--- config.mk ---
export PLATFORM = sky130hd
export DESIGN_NAME = ebr_read_strobe
export DESIGN_NICKNAME = d
export VERILOG_FILES = /design/src/rtl/ebr_pkg.sv /design/src/rtl/ebr_port_f.sv /design/src/rtl/ebr_read_strobe.sv
export SDC_FILE = /design/constraint.sdc
export NUM_CORES = 1
export LEC_CHECK = 0
export CORE_AREA = 2 2 114 116
export DETAILED_ROUTE_END_ITERATION = 12
export DIE_AREA = 0 0 116 118
export DONT_BUFFER_PORTS = 1
export GPL_ROUTABILITY_DRIVEN = 0
export GPL_TIMING_DRIVEN = 1
export PLACE_DENSITY = 0.67
export SETUP_SLACK_MARGIN = 0.1
export SLEW_MARGIN = 20
export SYNTH_ARGS = -nofsm -noshare
export SYNTH_HDL_FRONTEND = slang
export SYNTH_SLANG_ARGS = --single-unit
--- constraint.sdc ---
create_clock -name clk -period 2.7 [get_ports clk]
set_clock_uncertainty 0.15 [all_clocks]
set_input_delay 0.675 -clock clk [delete_from_list [all_inputs] [get_ports clk]]
set_output_delay 0.675 -clock clk [all_outputs]
set_load 0.03 [all_outputs]
--- src/rtl/ebr_pkg.sv ---
// Summary of operation
// - Each port F pin taken from the bus is individually input or output.
// - After reset the shared data pins belong to the external data bus.
// - Clearing port F pull-up enable bit n turns off pin n pull-up.
// - The read strobe is asserted during every external memory read cycle.
// - While read strobe is low all sixteen data pins are inputs, except port F pins selected as outputs.
// - On the strobe's rising edge the data pins are captured internally.
// - Asserted read strobe qualifies address, program, data and chip selects.
// - The idle bus drive bit chooses tri-state or driven idle strobe.
// - Software should set the idle bus drive bit to one.
// - The control pull-up disable bit switches off the strobe pin pull-up.
package ebr_pkg;
	localparam int EBR_DATA_W = 16;
	localparam int EBR_ADDR_W = 24;
	localparam int EBR_PORT_W = 8;
	localparam int EBR_REG_AW = 4;
	localparam logic [3:0] EBR_OFS_BUS_CTRL = 4'h0;
	localparam logic [3:0] EBR_OFS_SYS_PUD = 4'h1;
	localparam logic [3:0] EBR_OFS_PF_PUR = 4'h2;
	localparam logic [3:0] EBR_OFS_PF_SEL = 4'h3;
	localparam logic [3:0] EBR_OFS_PF_DIR = 4'h4;
	localparam logic [3:0] EBR_OFS_PF_OUT = 4'h5;
	localparam logic [3:0] EBR_OFS_PF_IN = 4'h6;
	localparam logic [3:0] EBR_OFS_RD_DATA = 4'h7;
	localparam logic [3:0] EBR_OFS_STATUS = 4'h8;
	localparam int EBR_BIT_DRV = 0;
	localparam int EBR_BIT_CTRL_PUD = 0;
	localparam logic [15:0] EBR_RST_BUS_CTRL = 16'h0000;
	localparam logic [15:0] EBR_RST_SYS_PUD = 16'h0000;
	localparam logic [7:0] EBR_RST_PF_PUR = 8'hff;
	localparam logic [7:0] EBR_RST_PF_SEL = 8'h00;
	localparam logic [7:0] EBR_RST_PF_DIR = 8'h00;
	localparam logic [7:0] EBR_RST_PF_OUT = 8'h00;
	localparam int EBR_RD_WAIT = 2;
	typedef enum logic [1:0] {
		EBR_IDLE,
		EBR_STROBE,
		EBR_DONE
	} ebr_state_t;
	typedef struct packed {
		logic [EBR_REG_AW-1:0] addr;
		logic [15:0] wdata;
		logic wr;
		logic rd;
	} ebr_reg_req_t;
	typedef struct packed {
		logic [EBR_ADDR_W-1:0] addr;
		logic prog_space;
		logic [1:0] chip_sel;
	} ebr_mem_req_t;
	typedef struct packed {
		logic strobe_o;
		logic strobe_oe;
		logic strobe_pu;
	} ebr_strobe_pin_t;
endpackage : ebr_pkg

--- src/rtl/ebr_port_f.sv ---
`timescale 1ns/10ps
module ebr_port_f
	import ebr_pkg::*;
#(
	parameter int W = EBR_PORT_W
) (
	input wire logic [W-1:0] sel_gpio,
	input wire logic [W-1:0] dir_out,
	input wire logic [W-1:0] out_val,
	input wire logic [W-1:0] pur,
	input wire logic bus_oe,
	input wire logic [W-1:0] bus_out,
	output logic [W-1:0] pin_o,
	output logic [W-1:0] pin_oe,
	output logic [W-1:0] pin_pu
);
	// Pins are handed to the bus or to the port one at a time.
	always_comb begin
		for (int i = 0; i < W; i++) begin
			if (sel_gpio[i]) begin
				pin_o[i] = out_val[i];
				pin_oe[i] = dir_out[i];
			end else begin
				pin_o[i] = bus_out[i];
				pin_oe[i] = bus_oe;
			end
			pin_pu[i] = pur[i] & ~pin_oe[i];
		end
	end
endmodule : ebr_port_f

--- src/rtl/ebr_read_strobe.sv ---
`timescale 1ns/10ps
module ebr_read_strobe
	import ebr_pkg::*;
#(
	parameter int RD_WAIT = EBR_RD_WAIT
) (
	input wire logic clk,
	input wire logic nrst,
	input ebr_reg_req_t reg_req,
	output logic [15:0] reg_rdata,
	input wire logic rd_start,
	input ebr_mem_req_t rd_req,
	output logic rd_busy,
	output logic rd_done,
	output logic [EBR_ADDR_W-1:0] addr_o,
	output logic addr_oe,
	output logic program_space_select_n,
	output logic data_space_select_n,
	output logic [1:0] chip_select_n,
	output logic selects_oe,
	output ebr_strobe_pin_t rd_strobe_pin,
	input wire logic [EBR_DATA_W-1:0] data_i,
	output logic [7:0] data_low_oe,
	output logic [EBR_PORT_W-1:0] port_f_general_pins_o,
	output logic [EBR_PORT_W-1:0] port_f_general_pins_oe,
	output logic [EBR_PORT_W-1:0] port_f_general_pins_pu
);
	ebr_state_t state;
	ebr_state_t next_state;
	logic [15:0] ext_bus_control_reg;
	logic [15:0] next_ext_bus_control_reg;
	logic [15:0] system_pullup_disable_reg;
	logic [15:0] next_system_pullup_disable_reg;
	logic [EBR_PORT_W-1:0] port_f_pullup_enable_reg;
	logic [EBR_PORT_W-1:0] next_port_f_pullup_enable_reg;
	logic [EBR_PORT_W-1:0] pf_sel;
	logic [EBR_PORT_W-1:0] next_pf_sel;
	logic [EBR_PORT_W-1:0] pf_dir;
	logic [EBR_PORT_W-1:0] next_pf_dir;
	logic [EBR_PORT_W-1:0] pf_out;
	logic [EBR_PORT_W-1:0] next_pf_out;
	logic [EBR_DATA_W-1:0] rd_data;
	logic [EBR_DATA_W-1:0] next_rd_data;
	ebr_mem_req_t cur;
	ebr_mem_req_t next_cur;
	logic [3:0] wait_cnt;
	logic [3:0] next_wait_cnt;
	logic [15:0] next_reg_rdata;
	logic idle_drive;
	logic strobe_low;

	function automatic logic reg_hit(input ebr_reg_req_t r,
		input logic [3:0] ofs);
		return r.wr && (r.addr == ofs);
	endfunction : reg_hit

	assign idle_drive = ext_bus_control_reg[EBR_BIT_DRV];
	assign strobe_low = (state == EBR_STROBE);
	assign rd_busy = (state != EBR_IDLE);
	assign rd_done = (state == EBR_DONE);

	always_comb begin
		next_state = state;
		next_cur = cur;
		next_wait_cnt = wait_cnt;
		next_rd_data = rd_data;
		case (state)
			EBR_IDLE: begin
				if (rd_start) begin
					next_cur = rd_req;
					next_wait_cnt = 4'(RD_WAIT);
					next_state = EBR_STROBE;
				end
			end
			EBR_STROBE: begin
				if (wait_cnt > 4'h1) begin
					next_wait_cnt = wait_cnt - 4'h1;
				end else begin
					// Capture coincides with the strobe's rising edge.
					next_rd_data = data_i;
					next_state = EBR_DONE;
				end
			end
			EBR_DONE: begin
				next_state = EBR_IDLE;
			end
			default: begin
				next_state = EBR_IDLE;
			end
		endcase
	end

	always_ff @(posedge clk or negedge nrst) begin
		if (!nrst) begin
			state <= EBR_IDLE;
			cur <= '0;
			wait_cnt <= 4'h0;
			rd_data <= 16'h0000;
		end else begin
			state <= next_state;
			cur <= next_cur;
			wait_cnt <= next_wait_cnt;
			rd_data <= next_rd_data;
		end
	end

	// Register file over the plain port.
	always_comb begin
		next_ext_bus_control_reg = ext_bus_control_reg;
		next_system_pullup_disable_reg = system_pullup_disable_reg;
		next_port_f_pullup_enable_reg = port_f_pullup_enable_reg;
		next_pf_sel = pf_sel;
		next_pf_dir = pf_dir;
		next_pf_out = pf_out;
		if (reg_hit(reg_req, EBR_OFS_BUS_CTRL)) begin
			next_ext_bus_control_reg = reg_req.wdata;
		end
		if (reg_hit(reg_req, EBR_OFS_SYS_PUD)) begin
			next_system_pullup_disable_reg = reg_req.wdata;
		end
		if (reg_hit(reg_req, EBR_OFS_PF_PUR)) begin
			next_port_f_pullup_enable_reg = reg_req.wdata[7:0];
		end
		if (reg_hit(reg_req, EBR_OFS_PF_SEL)) begin
			next_pf_sel = reg_req.wdata[7:0];
		end
		if (reg_hit(reg_req, EBR_OFS_PF_DIR)) begin
			next_pf_dir = reg_req.wdata[7:0];
		end
		if (reg_hit(reg_req, EBR_OFS_PF_OUT)) begin
			next_pf_out = reg_req.wdata[7:0];
		end
		next_reg_rdata = 16'h0000;
		if (reg_req.rd) begin
			case (reg_req.addr)
				EBR_OFS_BUS_CTRL: next_reg_rdata = ext_bus_control_reg;
				EBR_OFS_SYS_PUD: next_reg_rdata = system_pullup_disable_reg;
				EBR_OFS_PF_PUR: next_reg_rdata = {8'h00,
					port_f_pullup_enable_reg};
				EBR_OFS_PF_SEL: next_reg_rdata = {8'h00, pf_sel};
				EBR_OFS_PF_DIR: next_reg_rdata = {8'h00, pf_dir};
				EBR_OFS_PF_OUT: next_reg_rdata = {8'h00, pf_out};
				EBR_OFS_PF_IN: next_reg_rdata = {8'h00, data_i[15:8]};
				EBR_OFS_RD_DATA: next_reg_rdata = rd_data;
				EBR_OFS_STATUS: next_reg_rdata = {15'h0000, rd_busy};
				default: next_reg_rdata = 16'h0000;
			endcase
		end
	end

	always_ff @(posedge clk or negedge nrst) begin
		if (!nrst) begin
			ext_bus_control_reg <= EBR_RST_BUS_CTRL;
			system_pullup_disable_reg <= EBR_RST_SYS_PUD;
			port_f_pullup_enable_reg <= EBR_RST_PF_PUR;
			pf_sel <= EBR_RST_PF_SEL;
			pf_dir <= EBR_RST_PF_DIR;
			pf_out <= EBR_RST_PF_OUT;
			reg_rdata <= 16'h0000;
		end else begin
			ext_bus_control_reg <= next_ext_bus_control_reg;
			system_pullup_disable_reg <= next_system_pullup_disable_reg;
			port_f_pullup_enable_reg <= next_port_f_pullup_enable_reg;
			pf_sel <= next_pf_sel;
			pf_dir <= next_pf_dir;
			pf_out <= next_pf_out;
			reg_rdata <= next_reg_rdata;
		end
	end

	// Strobe pin. Reset clears state asynchronously, so the driver is off
	// and the pull-up on for as long as nrst is low.
	always_comb begin
		rd_strobe_pin.strobe_o = ~strobe_low;
		rd_strobe_pin.strobe_oe = nrst && (strobe_low || idle_drive);
		rd_strobe_pin.strobe_pu = (~nrst) ||
			(~system_pullup_disable_reg[EBR_BIT_CTRL_PUD] &&
			~rd_strobe_pin.strobe_oe);
	end

	// Selects are asserted only while the strobe is low; they are held
	// inactive when driven idle so a memory never sees a stale select.
	always_comb begin
		addr_o = cur.addr;
		addr_oe = strobe_low || idle_drive;
		program_space_select_n = ~(strobe_low && cur.prog_space);
		data_space_select_n = ~(strobe_low && ~cur.prog_space);
		chip_select_n = ~({2{strobe_low}} & cur.chip_sel);
		selects_oe = strobe_low || idle_drive;
	end

	// Reads never drive the bus: the memory uses the strobe as its enable.
	assign data_low_oe = 8'h00;

	ebr_port_f #(
		.W(EBR_PORT_W)
	) u_port_f (
		.sel_gpio(pf_sel),
		.dir_out(pf_dir),
		.out_val(pf_out),
		.pur(port_f_pullup_enable_reg),
		.bus_oe(1'b0),
		.bus_out(8'h00),
		.pin_o(port_f_general_pins_o),
		.pin_oe(port_f_general_pins_oe),
		.pin_pu(port_f_general_pins_pu)
	);
endmodule : ebr_read_strobe

==> impl_metrics.sql, run 1 <==
INSERT INTO impl_metrics (metric_group, metric, value, unit) VALUES
('global_route', 'number_of_antenna_violations_at_the_first_check_in_global_routing', '0', ''),
('finish', 'layout.filler_cells', '1095', ''),
('finish', 'antennaDiodeCount', '0', ''),
('global_route', 'gr-usage-all-layers', '21.6', '%'),
('synthesis', 'share_of_the_synthesized_area_in_compound_gates_ao_oa_aoi_oai', '6.82', '%'),
('synthesis', 'synthDistinctLibCells', '49', ''),
('setup_path', 'critical_path.top_delay_family', 'simple AND/OR/NAND/NOR gates', ''),
('synthesis', 'synth-async-reset-ratio', '100', '%'),
('setup_path', 'crit_path_cell_trace', 'and2_1 -> nor2b_1', ''),
('setup_path', 'required', '1.88', 'ns'),
('setup_path', 'cp_slowest_cell', 'sky130_fd_sc_hd__nor2b_1', ''),
('synthesis', 'synth_edf_count', '0', ''),
('timing', 'maxClockFrequency', '401', 'MHz'),
('floorplan', 'design.portCount', '151', ''),
('setup_path', 'critical_path.reg2reg.endpoint', 'rd_data[15]', ''),
('synthesis', 'syn_inst', '478', ''),
('cts', 'max-clock-path-buffers', '2', ''),
('setup_path', 'ff_to_ff_start', 'state[1]', ''),
('setup_path', 'reg2reg_slack', '0.65', 'ns'),
('floorplan', 'core', '0.0124', 'sq mm'),
('synthesis', 'synthesis.yosys.warnings', '0', ''),
('global_route', 'grt_overflow', '0', ''),
('timing', 'worst-slew-pin-transition', '0.607', 'ns'),
('timing', 'layout_setup_ws', '0.207', 'ns'),
('run_status', 'outcome', 'finished, violations left', ''),
('synthesis', 'post_synthesis_register_bit_count', '129', ''),
('timing', 'grt_setup_unrepaired', 'false', ''),
('finish', 'largest_register_ff_count', '24', ''),
('detailed_routing', 'detail_route.first_pass.iterations', '5', ''),
('cts', 'tritoncts', 'yes', ''),
('cts', 'numCtsBuffers', '17', ''),
('floorplan', 'dieHeight', '118', 'um'),
('setup_path', 'timing.critical_path.fanout_max', '4', ''),
('synthesis', 'yosysTopAreaCell', 'sky130_fd_sc_hd__dfrtp_1', ''),
('placed_design', 'io_buffer_count', '0', ''),
('synthesis', 'synth_commonest_cells', 'sky130_fd_sc_hd__dfrtp_1, sky130_fd_sc_hd__mux2_2, sky130_fd_sc_hd__buf_4', ''),
('run_status', 'failed_checks', 'negative hold slack', ''),
('cts', 'clock_transition_at_path_regs', '0.05', 'ns'),
('timing', 'layout_worst_path_cycle_share', '92.3', '%'),
('setup_path', 'worst_setup_path_start_kind', 'register', ''),
('finish', 'synth_to_layout_area_growth', '9.15', '%'),
('synthesis', 'synth_top_family_by_area', 'multiplexers', ''),
('floorplan', 'die_width', '116', 'um'),
('cts', 'numClockSinks', '129', ''),
('setup_path', 'crit_buf_inv', '0', ''),
('timing', 'hold_viol_final', '121', ''),
('detailed_routing', 'routed_wirelength', '13900', 'um'),
('floorplan', 'fp-row-count', '41', ''),
('timing', 'timing.slew.headroom', '59.4', '%'),
('detailed_routing', 'ant_nets', '0', ''),
('synthesis', 'mappedNetlistArea', '0.00613', 'sq mm'),
('synthesis', 'postSynth.topFlopCell', 'sky130_fd_sc_hd__dfrtp_1', ''),
('global_route', 'maximum_number_of_pins_on_one_net_before_global_route_repair', '132', ''),
('pwr', 'vdd_drop_max', '633', 'uV'),
('placed_design', 'dpl_worst_slack', '0.585', 'ns'),
('timing', 'report.final.setup_viol', '0', ''),
('synthesis', 'netlist_top_cells_area', 'sky130_fd_sc_hd__dfrtp_1, sky130_fd_sc_hd__mux2_2, sky130_fd_sc_hd__buf_4, sky130_fd_sc_hd__dfstp_2, sky130_fd_sc_hd__mux2_4', ''),
('detailed_routing', 'drt_drc', '0', ''),
('pwr', 'p_leak', '0.00288', 'uW'),
('timing', 'setup-tns-final', '0', 'ns'),
('synthesis', 'synth-simple-area-share', '9.60', '%'),
('job', 'drv_cap', '0', ''),
('synthesis', 'post-synth-top-count-cell', 'sky130_fd_sc_hd__dfrtp_1', ''),
('detailed_routing', 'vias', '3689', ''),
('finish', 'drive_above_1_share', '38.4', '%'),
('setup_path', 'max_stage_delay', '0.52', 'ns'),
('detailed_routing', 'wire_per_inst', '21.4', 'um'),
('setup_path', 'r2r.worst_path.cells', '5', ''),
('synthesis', 'synth_xor_area_share', '0.286', '%'),
('timing', 'timing.hold.ws', '-0.195', 'ns'),
('finish', 'final_core_util', '53.9', '%');
repair_timing:
action	in CTS	in global routing
endpoints found under the setup margin	0	1
endpoints found under the hold margin	129	129
resized for setup	0	1
cells by family after synthesis:
logic type / count (synthesis)
flip-flops: 129
multiplexers: 127
AND/OR/NAND/NOR: 100
buffers and inverters: 60
AO/OA/AOI/OAI: 57
adder cells (fa/ha/maj): 2
XOR/XNOR: 2
other: 1
worst reg2reg max path, stage by stage (launching register included):
cell	delay (ns)
sky130_fd_sc_hd__dfrtp_1	0.43
sky130_fd_sc_hd__nor2b_4	0.27
sky130_fd_sc_hd__inv_4	0.12
sky130_fd_sc_hd__nor4_4	0.21
sky130_fd_sc_hd__buf_4	0.36
sky130_fd_sc_hd__mux2_2	0.38
per-stage QoR:
stage               total power [uW]  cells  cell area [sq um]
floorplan                       5110    485               6150
global placement                5120    620               6140
detailed placement              5190    620               6140
CTS                             7340    651               6690
global route                    7640    651               6690
finish                          7280    651               6690
how the worst max path moves through the flow:
stage	start	end	slack, ns	cells after the start
3_3_place_gp	state[1]	rd_strobe_pin[1]	0.60	4
4_1_cts	state[1]	rd_strobe_pin[1]	0.14	4
5_1_grt	state[1]	rd_strobe_pin[0]	0.14	5
2_1_floorplan	state[0]	rd_strobe_pin[0]	0.12	5
6_report	pf_sel[7]	port_f_general_pins_pu[7]	0.21	2
3_5_place_dp	reg_req[18]	system_pullup_disable_reg[12]	0.58	4
area by class of cell:
class	instances	area, sq um	area share (%)
inverters	6	25.0	0.374
flip-flops and latches	129	3240	48.4
repair buffers	17	128	1.91
well taps	172	215	3.22
multi-input cells	296	2530	37.9
clock buffers	25	495	7.41
clock inverters	6	55.1	0.823
power breakdown:
part	internal, uW	leakage [uW]	switching, uW	total [uW]
sequential	2560	0.00157	829	3390
clock	1350	0.000277	780	2130
combinational	859	0.00103	899	1760
total	4770	0.00288	2510	7280
placed cells by master, fill, tap and decap left out, types with 6 or more instances in the layout:
| master | synthesis | routed |
|---|---|---|
| sky130_fd_sc_hd__nor2_1 | 19 | 19 |
| sky130_fd_sc_hd__mux2_2 | 109 | 109 |
| sky130_fd_sc_hd__buf_4 | 33 | 17 |
| sky130_fd_sc_hd__mux2_4 | 9 | 9 |
| sky130_fd_sc_hd__a21oi_1 | 8 | 8 |
| sky130_fd_sc_hd__mux2i_1 | 9 | 9 |
| sky130_fd_sc_hd__nor2b_1 | 17 | 17 |
| sky130_fd_sc_hd__nand2b_1 | 7 | 7 |
| sky130_fd_sc_hd__a22oi_1 | 15 | 15 |
| sky130_fd_sc_hd__dfstp_2 | 8 | 8 |
| sky130_fd_sc_hd__clkbuf_16 | 0 | 17 |
| sky130_fd_sc_hd__conb_1 | 1 | 8 |
| sky130_fd_sc_hd__and2_1 | 19 | 18 |
| sky130_fd_sc_hd__nand2_1 | 11 | 11 |
| sky130_fd_sc_hd__dfrtp_1 | 121 | 121 |
| sky130_fd_sc_hd__a22o_1 | 6 | 6 |
metal layers:
metal | global-route usage, % | share of wire, %
met1 | 29.9 | 43
met2 | 32.1 | 48
met5 | 0 | 0
met3 | 6.49 | 6.9
met4 | 7.81 | 1.6
(Power assumes the default switching activity.)
==> inputs of run 2 (changes only) <==
--- a/config.mk
+++ b/config.mk
@@ -5,13 +5,15 @@
 export SDC_FILE = /design/constraint.sdc
 export NUM_CORES = 1
 export LEC_CHECK = 0
-export CORE_AREA = 2 2 114 116
+export ABC_AREA = 1
+export CORE_AREA = 10 10 121 123
+export CTS_BUF_LIST = sky130_fd_sc_hd__clkbuf_8
 export DETAILED_ROUTE_END_ITERATION = 12
-export DIE_AREA = 0 0 116 118
+export DIE_AREA = 0 0 131 133
 export DONT_BUFFER_PORTS = 1
 export GPL_ROUTABILITY_DRIVEN = 0
 export GPL_TIMING_DRIVEN = 1
-export PLACE_DENSITY = 0.67
+export PLACE_DENSITY = 0.68
 export SETUP_SLACK_MARGIN = 0.1
 export SLEW_MARGIN = 20
 export SYNTH_ARGS = -nofsm -noshare
==> run 2 against run 1 <==
  * Critical path type unchanged
  * The run still ends with negative hold slack left
  * Critical endpoint is now rd_strobe_pin[0]
  * Via count grew 26%
  * Clock power shrank 17%
  * Flip-flop and latch count is the same
==> impl_metrics.sql, run 2 <==
INSERT INTO impl_metrics (metric_group, metric, value, unit) VALUES
('setup_path', 'cp_slowest_cell', 'sky130_fd_sc_hd__dfrtp_1', ''),
('setup_path', 'timing.critical_path.fanout_max', '6', ''),
('timing', 'timing.slew.headroom', '58.3', '%'),
('detailed_routing', 'drt_iter0_drc', '342', ''),
('detailed_routing', 'vias_per_cell', '5.08', ''),
('synthesis', 'top_cell_type_s_share_of_synthesized_area', '50.1', '%'),
('setup_path', 'crit_arrival', '1.73', 'ns'),
('detailed_routing', 'routed_wirelength', '15700', 'um'),
('pwr', 'vdd_drop_max', '424', 'uV'),
('timing', 'timing.final.crit_period', '2.56', 'ns'),
('timing', 'maxClockFrequency', '391', 'MHz'),
('placed_design', 'dp_hpwl', '11700', 'um'),
('synthesis', 'synth_area_per_cell', '8.06', 'sq um'),
('synthesis', 'syn_inst', '750', ''),
('floorplan', 'core', '0.0124', 'sq mm'),
('cts', 'clk_root_buffer_cell', 'sky130_fd_sc_hd__clkbuf_8', ''),
('setup_path', 'max_stage_delay', '0.36', 'ns'),
('synthesis', 'mappedNetlistArea', '0.00605', 'sq mm'),
('floorplan', 'fp-row-count', '41', ''),
('synthesis', 'synth_sequential_area_ratio', '53.5', '%'),
('floorplan', 'design.die.area', '0.0174', 'sq mm'),
('synthesis', 'synth-async-reset-ratio', '100', '%'),
('finish', 'most_common_cell_after_layout_fill_and_taps_aside', 'sky130_fd_sc_hd__nand2_1', ''),
('cts', 'max-clock-path-buffers', '2', ''),
('finish', 'final_cell_mix', 'sky130_fd_sc_hd__nand2_1, sky130_fd_sc_hd__dfrtp_1, sky130_fd_sc_hd__o21ai_1', ''),
('global_route', 'grt_overflow', '0', ''),
('floorplan', 'die_width', '131', 'um'),
('job', 'drv_cap', '0', ''),
('pwr', 'power_density', '1030', 'mW/mm^2'),
('timing', 'drv_slew', '0', ''),
('global_route', 'number_of_antenna_violations_at_the_first_check_in_global_routing', '0', ''),
('cts', 'ctsHtreeMaxLevel', '4', ''),
('floorplan', 'design.portCount', '151', ''),
('synthesis', 'post_synthesis_register_bit_count', '129', ''),
('finish', 'largest_register_ff_count', '24', ''),
('detailed_routing', 'drt_drc', '0', ''),
('detailed_routing', 'detail_route.first_pass.iterations', '4', ''),
('global_route', 'maximum_number_of_pins_on_one_net_before_global_route_repair', '132', ''),
('finish', 'instances_no_fill', '915', ''),
('timing', 'timing.hold.ws', '-0.221', 'ns'),
('run_status', 'outcome', 'finished, violations left', ''),
('global_route', 'grt_first_pass_wirelength', '24600', 'um'),
('finish', 'drive_above_1_share', '10.8', '%'),
('synthesis', 'post-synth-top-count-cell', 'sky130_fd_sc_hd__nand2_1', ''),
('cts', 'numCtsBuffers', '17', ''),
('finish', 'antennaDiodeCount', '0', ''),
('synthesis', 'netlist_top_cells_area', 'sky130_fd_sc_hd__dfrtp_1, sky130_fd_sc_hd__nand2_1, sky130_fd_sc_hd__o21ai_1, sky130_fd_sc_hd__buf_4, sky130_fd_sc_hd__inv_1', ''),
('cts', 'clock_transition_at_path_regs', '0.07', 'ns'),
('timing', 'worst-slew-pin-transition', '0.623', 'ns'),
('detailed_routing', 'ant_nets', '0', ''),
('synthesis', 'postSynth.topFlopCell', 'sky130_fd_sc_hd__dfrtp_1', ''),
('worst_hold_path', 'worst_min_delay_path_class', 'in -> async', ''),
('synthesis', 'yosysTopAreaCell', 'sky130_fd_sc_hd__dfrtp_1', ''),
('placed_design', 'io_buffer_count', '0', ''),
('run_status', 'failed_checks', 'negative hold slack', ''),
('cts', 'tritoncts', 'yes', ''),
('timing', 'setup-tns-final', '0', 'ns'),
('synthesis', 'synthDistinctLibCells', '25', ''),
('synthesis', 'synthesis.yosys.warnings', '0', ''),
('setup_path', 'worstSetupEndpointType', 'output port', ''),
('floorplan', 'dieHeight', '133', 'um'),
('pwr', 'p_leak', '0.00345', 'uW'),
('global_route', 'gr-usage-all-layers', '18.2', '%'),
('timing', 'hold_viol_final', '128', ''),
('finish', 'design.final.nets', '800', ''),
('setup_path', 'worstSetupPathType', 'reg -> out', ''),
('detailed_routing', 'wire_per_inst', '17.2', 'um'),
('setup_path', 'reg2reg_slack', '0.91', 'ns'),
('timing', 'layout_worst_path_cycle_share', '94.8', '%'),
('placed_design', 'placedCellCount', '879', ''),
('setup_path', 'required', '1.88', 'ns'),
('finish', 'synth_to_layout_area_growth', '6.29', '%'),
('timing', 'grt_setup_unrepaired', 'true', ''),
('detailed_routing', 'vias', '4652', ''),
('setup_path', 'crit_path_cell_trace', 'inv_2 -> nor2_4 -> clkinvlp_4 -> nand2_2 -> o21ai_2 -> buf_6', ''),
('global_route', 'first_global_vias', '4661', ''),
('timing', 'report.final.setup_viol', '0', ''),
('finish', 'layout.filler_cells', '1176', ''),
('cts', 'clk-insertion-delay-late', '0.44', 'ns'),
('cts', 'numClockSinks', '129', ''),
('synthesis', 'synth_commonest_cells', 'sky130_fd_sc_hd__nand2_1, sky130_fd_sc_hd__dfrtp_1, sky130_fd_sc_hd__o21ai_1', ''),
('synthesis', 'synth_edf_count', '0', ''),
('setup_path', 'worst_setup_path_start_kind', 'register', ''),
('floorplan', 'initial_core_util', '48.9', '%');
==> run 2: cell count changes after synthesis, moves of 9 or more <==
| cell | before | now |
|---|---|---|
| sky130_fd_sc_hd__and2_1 | 19 | 0 |
| sky130_fd_sc_hd__nand3_1 | 3 | 46 |
| sky130_fd_sc_hd__inv_1 | 5 | 63 |
| sky130_fd_sc_hd__nor2b_1 | 17 | 0 |
| sky130_fd_sc_hd__nor2_4 | 0 | 9 |
| sky130_fd_sc_hd__nor2_1 | 19 | 30 |
| sky130_fd_sc_hd__mux2_2 | 109 | 0 |
| sky130_fd_sc_hd__nand2_1 | 11 | 311 |
| sky130_fd_sc_hd__mux2i_1 | 9 | 0 |
| sky130_fd_sc_hd__a22oi_1 | 15 | 0 |
| sky130_fd_sc_hd__mux2_4 | 9 | 0 |
| sky130_fd_sc_hd__o21ai_1 | 0 | 65 |
==> run 2: worst paths after layout <==
kind | startpoint | cells past startpoint | end
min reg2reg | rd_data[0] | 2 | rd_data[0]
max in group asynchronous | nrst | 0 | port_f_pullup_enable_reg[1]
max reg2reg | state[0] | 7 | rd_data[9]
min in group clk | reg_req[0] | 2 | reg_rdata[9]
min | nrst | 0 | addr_o[3]
max | state[0] | 6 | rd_strobe_pin[0]
==> run 2: worst max-delay path: cells and delay by family, from the launching register on <==
kind | cells | cell delay, ns
buffers and inverters | 3 | 0.49
and+or+nand+nor | 2 | 0.37
DFF | 1 | 0.36
AOI/OAI and AO/OA | 1 | 0.06
==> run 2: kinds of logic (layout without fill, tap and decap cells) <==
kind of cell | count (synthesis) | count (layout) | synth area share (%)
flip-flops | 129 | 129 | 53.5
AND/OR/NAND/NOR | 410 | 410 | 28.2
other | 1 | 8 | 0.0620
buffers and inverters | 129 | 115 | 11.2
adder cells (fa/ha/maj) | 2 | 2 | 0.414
AO/OA/AOI/OAI | 79 | 79 | 6.60
==> run 2: power by group <==
part	switching (uW)	total (uW)	leakage, uW	internal [uW]
clock network	739	1770	0.000222	1030
registers	775	3290	0.00162	2510
logic	1090	1580	0.00161	497
==> run 2: layout make-up <==
class / instances / area, sq um / area share, %
flip-flops and latches: 129 / 3240 / 50.4
multi-input cells: 499 / 2170 / 33.7
clock buffers: 22 / 303 / 4.71
inverters: 70 / 267 / 4.15
well taps: 172 / 215 / 3.35
clock inverters: 10 / 133 / 2.06
repair buffers: 13 / 105 / 1.63
==> run 2: per-layer routing <==
metal  up-vias  part of all wire [%]  GRT usage [%]
li1       2241                     -              -
met1      2186                    41           21.8
met2       192                    47           28.5
met3        33                   9.6           6.67
met4         0                   2.9           8.34
met5         -                     0              0
==> run 2: repair_timing <==
item	4_1_cts	5_1_grt
buffers inserted	0	4
cloned	0	0
hold endpoints to repair	129	129
gates resized for setup	0	6
pin swaps	0	3
setup endpoints to repair	1	4
==> run 2: stage by stage <==
| step | util [%] | worst slack, ns | total power (uW) | instance area, sq um |
|---|---|---|---|---|
| 4_1_cts | 51.6 | 0.0767 | 6610 | 6380 |
| 3_3_place_gp | 48.1 | 0.627 | 4750 | 5940 |
| 3_5_place_dp | 48.1 | 0.573 | 4830 | 5940 |
| 5_1_grt | 52.0 | 0.0297 | 7090 | 6430 |
| 6_report | 52.0 | 0.140 | 6640 | 6430 |
| 2_1_floorplan | - | 0.247 | 4700 | 6070 |
